File: config.mk
export PLATFORM = sky130hd
export DESIGN_NAME = tw_wave_ctrl
export DESIGN_NICKNAME = d
export VERILOG_FILES = /design/src/tw_pkg.sv /design/src/tw_wave_ctrl.sv
export VERILOG_INCLUDE_DIRS = /design/src /design/src/src
export SDC_FILE = /design/constraint.sdc
export NUM_CORES = 1
export LEC_CHECK = 0
export BUFFER_PORTS_ARGS = -buffer_cell sky130_fd_sc_hd__buf_2
export CORE_AREA = 2 2 128 130
export CTS_CLUSTER_SIZE = 25
export DETAILED_ROUTE_END_ITERATION = 12
export DIE_AREA = 0 0 130 132
export PLACE_DENSITY_LB_ADDON = 0.25
export SETUP_SLACK_MARGIN = 0.4
export SYNTH_ARGS = -nofsm -noshare
export SYNTH_HDL_FRONTEND = slang
export SYNTH_SLANG_ARGS = --single-unit
File: constraint.sdc
create_clock -name sys_clk -period 8.5 [get_ports sys_clk]
set_clock_uncertainty 0.1 [all_clocks]
set_input_delay 0.425 -clock sys_clk [delete_from_list [all_inputs] [get_ports sys_clk]]
set_output_delay 0.425 -clock sys_clk [all_outputs]
set_load 0.05 [all_outputs]
File: src/tw_defs.svh
// Purpose: Offsets, field positions, reset values and fixed counts for the waveform output block
// Assumes: APB byte addresses, one 32-bit word per register
// Notes:   Register contents sit in the low bits, upper bits read as zero
`ifndef TW_DEFS_SVH
`define TW_DEFS_SVH

`define TW_ADDR_CTRL_A     12'h000
`define TW_ADDR_CTRL_B     12'h004
`define TW_ADDR_FORCE      12'h008
`define TW_ADDR_PIN_EN     12'h00C
`define TW_ADDR_CMP_A      12'h010
`define TW_ADDR_CMP_B      12'h014
`define TW_ADDR_CAPTURE    12'h018
`define TW_ADDR_COUNT      12'h01C
`define TW_ADDR_STATUS     12'h020
`define TW_ADDR_MASK       12'h024

`define TW_CTRL_A_WMASK    8'hF3
`define TW_CTRL_B_WMASK    8'h5F
`define TW_RESET_BYTE      8'h00
`define TW_RESET_WORD      16'h0000
`define TW_TOP_8BIT        16'h00FF
`define TW_TOP_9BIT        16'h01FF
`define TW_TOP_10BIT       16'h03FF
`define TW_TOP_MAX         16'hFFFF
`define TW_EDGE_BIT        6
`define TW_FORCE_A_BIT     7
`define TW_FORCE_B_BIT     6
`define TW_ST_OVF          0
`define TW_ST_MATCH_A      1
`define TW_ST_MATCH_B      2
`define TW_ST_CAPTURE      3

`endif

File: src/tw_pkg.sv
// Purpose: Types shared by the waveform output block
// Assumes: Nothing beyond SystemVerilog packed types
// Notes:   Mode decode travels as one packed struct
package tw_pkg;

    typedef enum logic [2:0] {
        TW_KIND_NORMAL  = 3'b000,
        TW_KIND_CTC     = 3'b001,
        TW_KIND_PC      = 3'b010,
        TW_KIND_PFC     = 3'b011,
        TW_KIND_FAST    = 3'b100,
        TW_KIND_RESV    = 3'b101
    } tw_kind_t;

    typedef enum logic [1:0] {
        TW_PT_IMM    = 2'b00,
        TW_PT_TOP    = 2'b01,
        TW_PT_BOTTOM = 2'b10,
        TW_PT_MAX    = 2'b11
    } tw_point_t;

    typedef enum logic [1:0] {
        TW_TOP_FIXED = 2'b00,
        TW_TOP_CMPA  = 2'b01,
        TW_TOP_CAPT  = 2'b10
    } tw_topsrc_t;

    typedef struct packed {
        tw_kind_t    kind;
        tw_topsrc_t  top_src;
        logic [15:0] fixed_top;
        tw_point_t   upd_pt;
        tw_point_t   ovf_pt;
    } tw_mode_t;

    typedef struct packed {
        logic [3:0] a;
        logic [3:0] b;
    } tw_pins_t;

endpackage : tw_pkg

File: src/tw_wave_ctrl.sv
// Purpose: Compare-output and waveform-mode control of a 16-bit timer with two channels
// Assumes: Port direction and data come from logic on sys_clk; capture pin is asynchronous
// Notes:   Counter advances every sys_clk while the clock select field is nonzero and the waveform mode is not reserved
//
// Design decisions made here: register access over APB and the register addresses.
`include "tw_defs.svh"
module tw_wave_ctrl (
    input  wire logic             sys_clk,       // 10 MHz clock
    input  wire logic             reset,         // Asynchronous reset, active high
    input  wire logic             psel,          // APB select
    input  wire logic             penable,       // APB access phase
    input  wire logic             pwrite,        // APB write
    input  wire logic [11:0]      paddr,         // APB byte address
    input  wire logic [31:0]      pwdata,        // APB write data
    output logic      [31:0]      prdata,        // APB read data
    output logic                  pready,        // APB ready
    output logic                  pslverr,       // APB error on unmapped address
    input  wire tw_pkg::tw_pins_t port_data,     // Normal port output values
    input  wire tw_pkg::tw_pins_t port_dir,      // Port direction bits, 1 is output
    input  wire logic             capture_input_pin, // Asynchronous capture pin
    output tw_pkg::tw_pins_t      pin_out,       // Pin output values
    output tw_pkg::tw_pins_t      pin_oe_n,      // Pin driver enables, low drives
    output logic                  irq            // Level interrupt
);
    import tw_pkg::*;

    // Decode of the four-bit mode into sequence, TOP and event points
    function automatic tw_mode_t decode_mode(input logic [3:0] m);
        tw_mode_t d;
        d = '{TW_KIND_NORMAL, TW_TOP_FIXED, `TW_TOP_MAX, TW_PT_IMM, TW_PT_MAX};
        case (m)
            4'h0: d = '{TW_KIND_NORMAL, TW_TOP_FIXED, `TW_TOP_MAX, TW_PT_IMM, TW_PT_MAX};
            4'h1: d = '{TW_KIND_PC, TW_TOP_FIXED, `TW_TOP_8BIT, TW_PT_TOP, TW_PT_BOTTOM};
            4'h2: d = '{TW_KIND_PC, TW_TOP_FIXED, `TW_TOP_9BIT, TW_PT_TOP, TW_PT_BOTTOM};
            4'h3: d = '{TW_KIND_PC, TW_TOP_FIXED, `TW_TOP_10BIT, TW_PT_TOP, TW_PT_BOTTOM};
            4'h4: d = '{TW_KIND_CTC, TW_TOP_CMPA, `TW_TOP_MAX, TW_PT_IMM, TW_PT_MAX};
            4'h5: d = '{TW_KIND_FAST, TW_TOP_FIXED, `TW_TOP_8BIT, TW_PT_TOP, TW_PT_TOP};
            4'h6: d = '{TW_KIND_FAST, TW_TOP_FIXED, `TW_TOP_9BIT, TW_PT_TOP, TW_PT_TOP};
            4'h7: d = '{TW_KIND_FAST, TW_TOP_FIXED, `TW_TOP_10BIT, TW_PT_TOP, TW_PT_TOP};
            4'h8: d = '{TW_KIND_PFC, TW_TOP_CAPT, `TW_TOP_MAX, TW_PT_BOTTOM, TW_PT_BOTTOM};
            4'h9: d = '{TW_KIND_PFC, TW_TOP_CMPA, `TW_TOP_MAX, TW_PT_BOTTOM, TW_PT_BOTTOM};
            4'hA: d = '{TW_KIND_PC, TW_TOP_CAPT, `TW_TOP_MAX, TW_PT_TOP, TW_PT_BOTTOM};
            4'hB: d = '{TW_KIND_PC, TW_TOP_CMPA, `TW_TOP_MAX, TW_PT_TOP, TW_PT_BOTTOM};
            4'hC: d = '{TW_KIND_CTC, TW_TOP_CAPT, `TW_TOP_MAX, TW_PT_IMM, TW_PT_MAX};
            4'hD: d = '{TW_KIND_RESV, TW_TOP_FIXED, `TW_TOP_MAX, TW_PT_IMM, TW_PT_MAX};
            4'hE: d = '{TW_KIND_FAST, TW_TOP_CAPT, `TW_TOP_MAX, TW_PT_TOP, TW_PT_TOP};
            default: d = '{TW_KIND_FAST, TW_TOP_CMPA, `TW_TOP_MAX, TW_PT_TOP, TW_PT_TOP};
        endcase
        return d;
    endfunction : decode_mode

    // Connection of a channel to its pins for a given mode and output-mode field
    function automatic logic chan_connected(input tw_kind_t k, input logic [1:0] om,
                                            input logic msb, input logic is_a);
        logic c;
        c = (om != 2'b00);
        if (k == TW_KIND_RESV) begin
            c = 1'b0;
        end else if ((k == TW_KIND_PC || k == TW_KIND_PFC || k == TW_KIND_FAST) && om == 2'b01) begin
            c = msb && is_a;
        end
        return c;
    endfunction : chan_connected

    // Next waveform value for one channel
    function automatic logic wave_next(input logic cur, input tw_kind_t k, input logic [1:0] om,
                                       input logic msb, input logic is_a, input logic match,
                                       input logic at_top, input logic down, input logic force_s,
                                       input logic cmp_is_top);
        logic w;
        w = cur;
        case (k)
            TW_KIND_NORMAL, TW_KIND_CTC: begin
                if (match || force_s) begin
                    case (om)
                        2'b01:   w = ~cur;
                        2'b10:   w = 1'b0;
                        2'b11:   w = 1'b1;
                        default: w = cur;
                    endcase
                end
            end
            TW_KIND_FAST: begin
                if (om == 2'b01) begin
                    w = (msb && is_a && match) ? ~cur : cur;
                end else if (om[1] && at_top) begin
                    w = ~om[0];
                end else if (om[1] && match && !cmp_is_top) begin
                    w = om[0];
                end
            end
            TW_KIND_PC, TW_KIND_PFC: begin
                if (om == 2'b01) begin
                    w = (msb && is_a && match) ? ~cur : cur;
                end else if (om[1] && match) begin
                    w = down ? ~om[0] : om[0];
                end
            end
            default: w = 1'b0;
        endcase
        return w;
    endfunction : wave_next

    logic [7:0]  ctrl_a_r;
    logic [7:0]  ctrl_b_r;
    logic [7:0]  pin_enable_reg_r;
    logic [15:0] cmp_a_buf_r, cmp_b_buf_r, compare_reg_a_r, compare_reg_b_r;
    logic [15:0] capture_reg_r, count_r;
    logic        down_r, chan_a_wave_r, chan_b_wave_r, cap_s1_r, cap_s2_r, cap_prev_r;
    logic [3:0]  status_r, mask_r, rd_status_r;
    logic [31:0] prdata_r;
    logic        pslverr_r, irq_r;
    logic [1:0]  chan_a_out_mode, chan_b_out_mode;
    logic [3:0]  wave_mode;
    logic        wave_mode_msb, running, tick, at_top, at_bottom, match_a, match_b;
    logic        setup, access, wr_acc, rd_acc, cap_event, ovf_event, upd_now, force_a, force_b;
    logic [15:0] top_val;
    tw_mode_t    md;
    logic [3:0]  events;
    logic        hit;
    logic [31:0] rd_word;

    // Field extraction; bits 3:2 of control A are never stored
    assign chan_a_out_mode = ctrl_a_r[7:6];
    assign chan_b_out_mode = ctrl_a_r[5:4];
    assign wave_mode       = {ctrl_b_r[4:3], ctrl_a_r[1:0]};
    assign wave_mode_msb   = wave_mode[3];
    assign md              = decode_mode(wave_mode);

    // Counter state and event points
    assign running   = (ctrl_b_r[2:0] != 3'b000) && (md.kind != TW_KIND_RESV);
    assign tick      = running;
    assign top_val   = (md.top_src == TW_TOP_CMPA) ? compare_reg_a_r :
                       (md.top_src == TW_TOP_CAPT) ? capture_reg_r : md.fixed_top;
    assign at_top    = (count_r == top_val);
    assign at_bottom = (count_r == `TW_RESET_WORD);
    assign match_a   = tick && (count_r == compare_reg_a_r);
    assign match_b   = tick && (count_r == compare_reg_b_r);
    assign upd_now   = (md.upd_pt == TW_PT_IMM) || (tick && ((md.upd_pt == TW_PT_TOP && at_top) ||
                       (md.upd_pt == TW_PT_BOTTOM && at_bottom)));
    assign ovf_event = tick && ((md.ovf_pt == TW_PT_MAX && count_r == `TW_TOP_MAX) ||
                       (md.ovf_pt == TW_PT_TOP && at_top) ||
                       (md.ovf_pt == TW_PT_BOTTOM && at_bottom && down_r));

    // APB phases
    assign setup  = psel && !penable;
    assign access = psel && penable;
    assign wr_acc = access && pwrite && !pslverr_r;
    assign rd_acc = access && !pwrite;
    assign force_a = wr_acc && paddr == `TW_ADDR_FORCE && pwdata[`TW_FORCE_A_BIT] &&
                     (md.kind == TW_KIND_NORMAL || md.kind == TW_KIND_CTC);
    assign force_b = wr_acc && paddr == `TW_ADDR_FORCE && pwdata[`TW_FORCE_B_BIT] &&
                     (md.kind == TW_KIND_NORMAL || md.kind == TW_KIND_CTC);

    // Read mux and address decode
    always_comb begin
        hit     = 1'b1;
        rd_word = 32'h0000_0000;
        if (paddr == `TW_ADDR_CTRL_A) begin
            rd_word = {24'h00_0000, ctrl_a_r};
        end else if (paddr == `TW_ADDR_CTRL_B) begin
            rd_word = {24'h00_0000, ctrl_b_r};
        end else if (paddr == `TW_ADDR_FORCE) begin
            rd_word = 32'h0000_0000;
        end else if (paddr == `TW_ADDR_PIN_EN) begin
            rd_word = {24'h00_0000, pin_enable_reg_r};
        end else if (paddr == `TW_ADDR_CMP_A) begin
            rd_word = {16'h0000, cmp_a_buf_r};
        end else if (paddr == `TW_ADDR_CMP_B) begin
            rd_word = {16'h0000, cmp_b_buf_r};
        end else if (paddr == `TW_ADDR_CAPTURE) begin
            rd_word = {16'h0000, capture_reg_r};
        end else if (paddr == `TW_ADDR_COUNT) begin
            rd_word = {16'h0000, count_r};
        end else if (paddr == `TW_ADDR_STATUS) begin
            rd_word = {28'h000_0000, status_r};
        end else if (paddr == `TW_ADDR_MASK) begin
            rd_word = {28'h000_0000, mask_r};
        end else begin
            hit = 1'b0;
        end
    end

    // Read data and error captured in the setup cycle
    always_ff @(posedge sys_clk or posedge reset) begin
        if (reset) begin
            prdata_r    <= 32'h0000_0000;
            pslverr_r   <= 1'b0;
            rd_status_r <= 4'h0;
        end else if (setup) begin
            prdata_r    <= pwrite ? 32'h0000_0000 : rd_word;
            pslverr_r   <= !hit;
            rd_status_r <= (!pwrite && paddr == `TW_ADDR_STATUS) ? status_r : 4'h0;
        end
    end
    assign prdata  = prdata_r;
    assign pslverr = pslverr_r && access;
    assign pready  = 1'b1;

    // Control registers
    always_ff @(posedge sys_clk or posedge reset) begin
        if (reset) begin
            ctrl_a_r         <= `TW_RESET_BYTE;
            ctrl_b_r         <= `TW_RESET_BYTE;
            pin_enable_reg_r <= `TW_RESET_BYTE;
            mask_r           <= 4'h0;
        end else if (wr_acc) begin
            if (paddr == `TW_ADDR_CTRL_A) begin
                ctrl_a_r <= pwdata[7:0] & `TW_CTRL_A_WMASK;
            end else if (paddr == `TW_ADDR_CTRL_B) begin
                ctrl_b_r <= pwdata[7:0] & `TW_CTRL_B_WMASK;
            end else if (paddr == `TW_ADDR_PIN_EN) begin
                pin_enable_reg_r <= pwdata[7:0];
            end else if (paddr == `TW_ADDR_MASK) begin
                mask_r <= pwdata[3:0];
            end
        end
    end

    // Compare buffers and active compare values
    always_ff @(posedge sys_clk or posedge reset) begin
        if (reset) begin
            cmp_a_buf_r     <= `TW_RESET_WORD;
            cmp_b_buf_r     <= `TW_RESET_WORD;
            compare_reg_a_r <= `TW_RESET_WORD;
            compare_reg_b_r <= `TW_RESET_WORD;
        end else begin
            if (wr_acc && paddr == `TW_ADDR_CMP_A) begin
                cmp_a_buf_r <= pwdata[15:0];
            end
            if (wr_acc && paddr == `TW_ADDR_CMP_B) begin
                cmp_b_buf_r <= pwdata[15:0];
            end
            if (upd_now) begin
                compare_reg_a_r <= cmp_a_buf_r;
                compare_reg_b_r <= cmp_b_buf_r;
            end
        end
    end

    // Counter: single slope wraps at TOP, dual slope turns at TOP and BOTTOM
    always_ff @(posedge sys_clk or posedge reset) begin
        if (reset) begin
            count_r <= `TW_RESET_WORD;
            down_r  <= 1'b0;
        end else if (wr_acc && paddr == `TW_ADDR_COUNT) begin
            count_r <= pwdata[15:0];
        end else if (tick) begin
            if (md.kind == TW_KIND_PC || md.kind == TW_KIND_PFC) begin
                if (!down_r && count_r >= top_val) begin
                    down_r  <= 1'b1;
                    count_r <= count_r - 16'h0001;
                end else if (down_r && at_bottom) begin
                    down_r  <= 1'b0;
                    count_r <= count_r + 16'h0001;
                end else begin
                    count_r <= down_r ? count_r - 16'h0001 : count_r + 16'h0001;
                end
            end else begin
                down_r  <= 1'b0;
                count_r <= at_top ? `TW_RESET_WORD : count_r + 16'h0001;
            end
        end
    end

    // Capture pin synchroniser and capture register
    always_ff @(posedge sys_clk or posedge reset) begin
        if (reset) begin
            cap_s1_r      <= 1'b0;
            cap_s2_r      <= 1'b0;
            cap_prev_r    <= 1'b0;
            capture_reg_r <= `TW_RESET_WORD;
        end else begin
            cap_s1_r   <= capture_input_pin;
            cap_s2_r   <= cap_s1_r;
            cap_prev_r <= cap_s2_r;
            if (wr_acc && paddr == `TW_ADDR_CAPTURE) begin
                capture_reg_r <= pwdata[15:0];
            end else if (cap_event) begin
                capture_reg_r <= count_r;
            end
        end
    end
    assign cap_event = (md.top_src != TW_TOP_CAPT) &&
                       (ctrl_b_r[`TW_EDGE_BIT] ? (cap_s2_r && !cap_prev_r) : (!cap_s2_r && cap_prev_r));

    // Waveform registers
    always_ff @(posedge sys_clk or posedge reset) begin
        if (reset) begin
            chan_a_wave_r <= 1'b0;
            chan_b_wave_r <= 1'b0;
        end else begin
            chan_a_wave_r <= wave_next(chan_a_wave_r, md.kind, chan_a_out_mode, wave_mode_msb, 1'b1,
                                       match_a, tick && at_top, down_r, force_a, compare_reg_a_r == top_val);
            chan_b_wave_r <= wave_next(chan_b_wave_r, md.kind, chan_b_out_mode, wave_mode_msb, 1'b0,
                                       match_b, tick && at_top, down_r, force_b, compare_reg_b_r == top_val);
        end
    end

    // Pin muxing: compare output replaces the port only where its pin enable is set
    always_comb begin
        for (int i = 0; i < 4; i++) begin
            if (pin_enable_reg_r[i] && chan_connected(md.kind, chan_a_out_mode, wave_mode_msb, 1'b1)) begin
                pin_out.a[i]  = chan_a_wave_r;
                pin_oe_n.a[i] = !(port_dir.a[i] && pin_enable_reg_r[i]);
            end else begin
                pin_out.a[i]  = port_data.a[i];
                pin_oe_n.a[i] = !port_dir.a[i];
            end
            if (pin_enable_reg_r[4+i] && chan_connected(md.kind, chan_b_out_mode, wave_mode_msb, 1'b0)) begin
                pin_out.b[i]  = chan_b_wave_r;
                pin_oe_n.b[i] = !(port_dir.b[i] && pin_enable_reg_r[4+i]);
            end else begin
                pin_out.b[i]  = port_data.b[i];
                pin_oe_n.b[i] = !port_dir.b[i];
            end
        end
    end

    // Sticky status, cleared by a read of the bits that were returned; new events win
    assign events = {cap_event, match_b, match_a, ovf_event};
    always_ff @(posedge sys_clk or posedge reset) begin
        if (reset) begin
            status_r <= 4'h0;
            irq_r    <= 1'b0;
        end else begin
            status_r <= (rd_acc ? (status_r & ~rd_status_r) : status_r) | events;
            irq_r    <= |(status_r & mask_r);
        end
    end
    assign irq = irq_r;

    // Checks
    a_resv_holds_count: assert property (@(posedge sys_clk) disable iff (reset)
        (wave_mode == 4'hD && !(wr_acc && paddr == `TW_ADDR_COUNT)) |=> $stable(count_r))
        else $error("count moved in reserved mode");
    a_resv_pins_port: assert property (@(posedge sys_clk) disable iff (reset)
        (wave_mode == 4'hD) |-> (pin_out == port_data))
        else $error("compare output connected in reserved mode");
    a_normal_wrap: assert property (@(posedge sys_clk) disable iff (reset)
        (wave_mode == 4'h0 && tick && count_r == 16'hFFFF && !wr_acc) |=> (count_r == 16'h0000 && status_r[0]))
        else $error("normal mode did not wrap at max with overflow");
    a_pin_dis_port: assert property (@(posedge sys_clk) disable iff (reset)
        (!pin_enable_reg_r[0]) |-> (pin_out.a[0] == port_data.a[0] && pin_oe_n.a[0] == !port_dir.a[0]))
        else $error("disabled pin not under port control");
    a_driver_gate: assert property (@(posedge sys_clk) disable iff (reset)
        (!pin_oe_n.b[1] && ctrl_a_r[5:4] != 2'b00 && pin_enable_reg_r[5]) |-> port_dir.b[1])
        else $error("driver enabled without direction bit");
    a_ctc_set_match: assert property (@(posedge sys_clk) disable iff (reset)
        (md.kind == TW_KIND_CTC && chan_a_out_mode == 2'b11 && match_a) |=> chan_a_wave_r)
        else $error("set on match failed");
    a_fast_top_set: assert property (@(posedge sys_clk) disable iff (reset)
        (md.kind == TW_KIND_FAST && chan_b_out_mode == 2'b10 && tick && at_top) |=> chan_b_wave_r)
        else $error("fast mode did not set at top");
    a_toggle_match: assert property (@(posedge sys_clk) disable iff (reset)
        ((md.kind == TW_KIND_NORMAL || md.kind == TW_KIND_CTC) && chan_a_out_mode == 2'b01 && match_a && !force_a) |=>
        (chan_a_wave_r != $past(chan_a_wave_r)))
        else $error("toggle on match failed");
    a_dual_up_clear: assert property (@(posedge sys_clk) disable iff (reset)
        (md.kind == TW_KIND_PC && chan_a_out_mode == 2'b10 && match_a && !down_r) |=> !chan_a_wave_r)
        else $error("up-count match did not clear");
    a_force_readzero: assert property (@(posedge sys_clk) disable iff (reset)
        (setup && !pwrite && paddr == `TW_ADDR_FORCE) |=> (prdata == 32'h0000_0000))
        else $error("force register read nonzero");
    a_cap_top_blocks: assert property (@(posedge sys_clk) disable iff (reset)
        (md.top_src == TW_TOP_CAPT && !(wr_acc && paddr == `TW_ADDR_CAPTURE)) |=> $stable(capture_reg_r))
        else $error("capture happened while capture value is TOP");

endmodule : tw_wave_ctrl

==> insert_results.sql <==
INSERT INTO impl_metrics (metric_group, metric, value, unit) VALUES
('global_route', 'wire_length_of_the_first_global_routing_pass', '48100', 'um'),
('worst_setup_path', 'worstSetupPathType', 'reg -> reg', ''),
('placed_design', 'detailed_place_hpwl', '22100', 'um'),
('placed_design', 'global_placer_s_final_weighted_congestion', '1.03', ''),
('logic_synthesis', 'synth_edf_count', '0', ''),
('route', 'post-route-drc-count', '0', ''),
('timing', 'layout_worst_path_cycle_share', '70.9', '%'),
('timing', 'setup_viol', '0', ''),
('power', 'seqPwrFrac', '45.1', '%'),
('clock_network', 'clock_tree_from_tritoncts', 'yes', ''),
('die', 'die_w', '130', 'um'),
('timing', 'hold_viol_final', '0', ''),
('worst_setup_path', 'slowest_delay', '820', 'ps'),
('logic_synthesis', 'netlist_area', '9970', 'um^2'),
('logic_synthesis', 'most_frequently_used_flop_master_after_synthesis', 'sky130_fd_sc_hd__dfrtp_1', ''),
('timing', 'max_slew.worst_pin.slew', '1260', 'ps'),
('worst_setup_path', 'worst_path_max_delay_cell', 'sky130_fd_sc_hd__nor4_1', ''),
('logic_synthesis', 'synth-seq-cells', '152', ''),
('worst_setup_path', 'cp-start-kind', 'register', ''),
('run', 'max_cap_viol_count', '0', ''),
('worst_setup_path', 'worst_ep_arrival_time', '6220', 'ps'),
('logic_synthesis', 'synth_area_leader', 'sky130_fd_sc_hd__dfrtp_1', ''),
('die', 'io_pins', '117', ''),
('die', 'fp.dieArea', '17200', 'um^2'),
('final_layout', 'nFillCells', '1246', ''),
('logic_synthesis', 'synth_warnings', '0', ''),
('final_layout', 'post-route-cell-area', '11000', 'um^2'),
('route', 'route.antenna.remaining_nets', '0', ''),
('power', 'pwr-share-comb', '6.7', '%'),
('route', 'routed_wirelength', '31700', 'um'),
('worst_setup_path', 'list_of_cells_traversed_by_the_critical_path', 'inv_1 -> ha_1 -> o21bai_2 -> a211o_1 -> o22ai_1 -> ha_1 -> nand4_1 -> nor4_1 -> nor2_1 -> a31o_2 -> a21oi_1 -> nand2_1 -> a311oi_1 -> a21oi_1', ''),
('global_route', 'grt-ovfl-total', '0', ''),
('final_layout', 'syn_to_final_growth', '10.7', '%'),
('power', 'internal-power', '1.20', 'mW'),
('die', 'fp.dieH', '132', 'um'),
('global_route', 'grt_max_degree', '82', ''),
('final_layout', 'ant_cells', '0', ''),
('timing', 'max-slew-margin-rel', '15.5', '%'),
('logic_synthesis', 'asyncSetResetFlopFracSynth', '100', '%'),
('logic_synthesis', 'synthesis.area_per_instance', '9.63', 'um^2'),
('timing', 'layout_min_cycle_time', '6030', 'ps'),
('worst_hold_path', 'min-delay-path-class', 'in -> reg', ''),
('logic_synthesis', 'synth_most_common_cell', 'sky130_fd_sc_hd__dfrtp_1', ''),
('clock_network', 'cts_num_sinks', '152', ''),
('clock_network', 'cts_post_setup_buffers_inserted', '0', ''),
('logic_synthesis', 'yosysUniqueCellTypes', '90', ''),
('power', 'net-switching-power', '0.433', 'mW'),
('timing', 'final-max-slew-violation-count', '0', ''),
('placed_design', 'post_dp_cell_area', '10400', 'um^2'),
('worst_setup_path', 'crit_fanout', '17', ''),
('worst_setup_path', 'required', '8700', 'ps'),
('clock_network', 'cts_buffer_depth', '2', ''),
('global_route', 'gr-usage-all-layers', '37.1', '%'),
('route', 'drtPass1Iterations', '6', ''),
('power', 'max-vdd-ir-drop', '0.143', 'mV'),
('die', 'start_util', '63.4', '%'),
('placed_design', 'numPortBuffers', '83', ''),
('logic_synthesis', 'synth_cells', '1035', ''),
('worst_setup_path', 'cp-end-kind', 'register', ''),
('timing', 'setup_repair_after_global_routing_missed_its_margin', 'false', ''),
('power', 'clock_power_share', '48.3', '%'),
('clock_network', 'cts.reportedPaths.clkPinSlew', '70', 'ps'),
('route', 'detail_route.vias_per_cell', '6.84', ''),
('logic_synthesis', 'synth-seq-area-share', '38.2', '%'),
('final_layout', 'layout-drive-gt1-share', '24.2', '%'),
('logic_synthesis', 'synth_top_area_share', '38.2', '%'),
('outcome', 'result_of_the_run', 'finished clean', ''),
('global_route', 'grt_pass1_vias', '8400', ''),
('die', 'fp-row-count', '46', ''),
('power', 'power.density', '148', 'nW/um^2'),
('logic_synthesis', 'synthTopCellsByArea', 'sky130_fd_sc_hd__dfrtp_1 (38%), sky130_fd_sc_hd__mux2_2 (11%), sky130_fd_sc_hd__nand2_1 (3.2%), sky130_fd_sc_hd__xnor2_1 (3.1%), sky130_fd_sc_hd__nor2_1 (3.0%)', '');
## critical path: cells and delay by family, from the launching register on
family / cells / cell delay [ps]
buffers and inverters: 1 / 140
adder cells (fa/ha/maj): 2 / 650
AO/OA/AOI/OAI: 7 / 2990
AND/OR/NAND/NOR: 4 / 1500
flip-flops: 1 / 530
## cells in the final DEF (no fill, tap or decap), types with 21 or more instances in the layout
cell and count:
sky130_fd_sc_hd__ha_1 23, sky130_fd_sc_hd__inv_1 37, sky130_fd_sc_hd__a21oi_1 49, sky130_fd_sc_hd__a22oi_1 21, sky130_fd_sc_hd__mux2_2 96, sky130_fd_sc_hd__o21ai_0 44, sky130_fd_sc_hd__nor2_1 79, sky130_fd_sc_hd__buf_2 83
sky130_fd_sc_hd__xnor2_1 35, sky130_fd_sc_hd__mux2i_1 21, sky130_fd_sc_hd__nand2_1 86, sky130_fd_sc_hd__dfrtp_1 152
## state kept, by name (all words and copies together), names as in the netlist, 4 cells and up
| signal | count |
|---|---|
| ctrl_a_r | 6 |
| ctrl_b_r | 6 |
| cmp_a_buf_r | 16 |
| capture_reg_r | 16 |
| status_r | 4 |
| compare_reg_a_r | 16 |
| pin_enable_reg_r | 8 |
| rd_status_r | 4 |
| prdata | 16 |
| mask_r | 4 |
| count_r | 16 |
| compare_reg_b_r | 16 |
| cmp_b_buf_r | 16 |
## metrics by stage
stage | cells | hold slack, ps | utilization, % | setup slack, ps
2_1_floorplan | 1050 | 231 | - | 3880
3_3_place_gp | 1280 | 238 | 66.2 | 2840
3_5_place_dp | 1280 | 243 | 66.2 | 2690
4_1_cts | 1314 | 152 | 70.2 | 2610
5_1_grt | 1314 | 184 | 70.2 | 2220
6_report | 1314 | 165 | 70.2 | 2470
## what timing repair did
item / 4_1_cts / 5_1_grt
hold endpoints to repair: 6 / 0
hold buffers: 2 / 0
gates resized for setup: 0 / 0
## logic make-up after synthesis
logic type | Yosys count | share of synthesized area, %
compound gates | 276 | 20.4
xor+xnor | 52 | 4.57
fa+ha+maj | 23 | 2.89
buf+inv | 124 | 5.94
flops | 152 | 38.2
mux | 118 | 13.1
other cells | 2 | 0.0753
simple gates | 288 | 14.9
## power by group through the flow
stage               Sequential, mW  Clock (mW)  Combinational (mW)
detailed placement           0.748           0               0.107
global route                 0.735       0.820               0.117
floorplan                    0.744           0              0.0806
CTS                          0.735       0.789               0.108
global placement             0.748           0               0.105
finish                       0.735       0.788               0.109
## layer usage
layer / vias to the layer above / routed length (um) / global-route usage, % / part of all wire [%]
met3: 122 / 3130 / 7.75 / 9.9
met5: - / 0 / 0 / 0
met2: 623 / 14300 / 55.8 / 45
li1: 3949 / - / - / -
met1: 4289 / 12300 / 49.3 / 39
met4: 0 / 2000 / 22.0 / 6.3
## final cells by class
| type | count | area (um^2) | area share (%) |
|---|---|---|---|
| inverters | 39 | 151 | 1.37 |
| repair buffers | 101 | 556 | 5.03 |
| clock buffers | 17 | 425 | 3.86 |
| well taps | 216 | 270 | 2.45 |
| clock inverters | 15 | 183 | 1.66 |
| flip-flops and latches | 152 | 3800 | 34.5 |
| multi-input cells | 774 | 5650 | 51.2 |
## path summary, 6_finish.rpt
path,to,cells past startpoint,start,slack (ps)
max,count_r[15],14,ctrl_a_r[1],2470
min,count_r[9],3,pwdata[9],170
max reg2reg,count_r[15],14,ctrl_a_r[1],2470
min reg2reg,cap_s2_r,0,cap_s1_r,250
max in group asynchronous,cmp_b_buf_r[12],4,reset,6290
min in group asynchronous,ctrl_b_r[2],3,reset,550
Power figures use the tool's default switching activity.
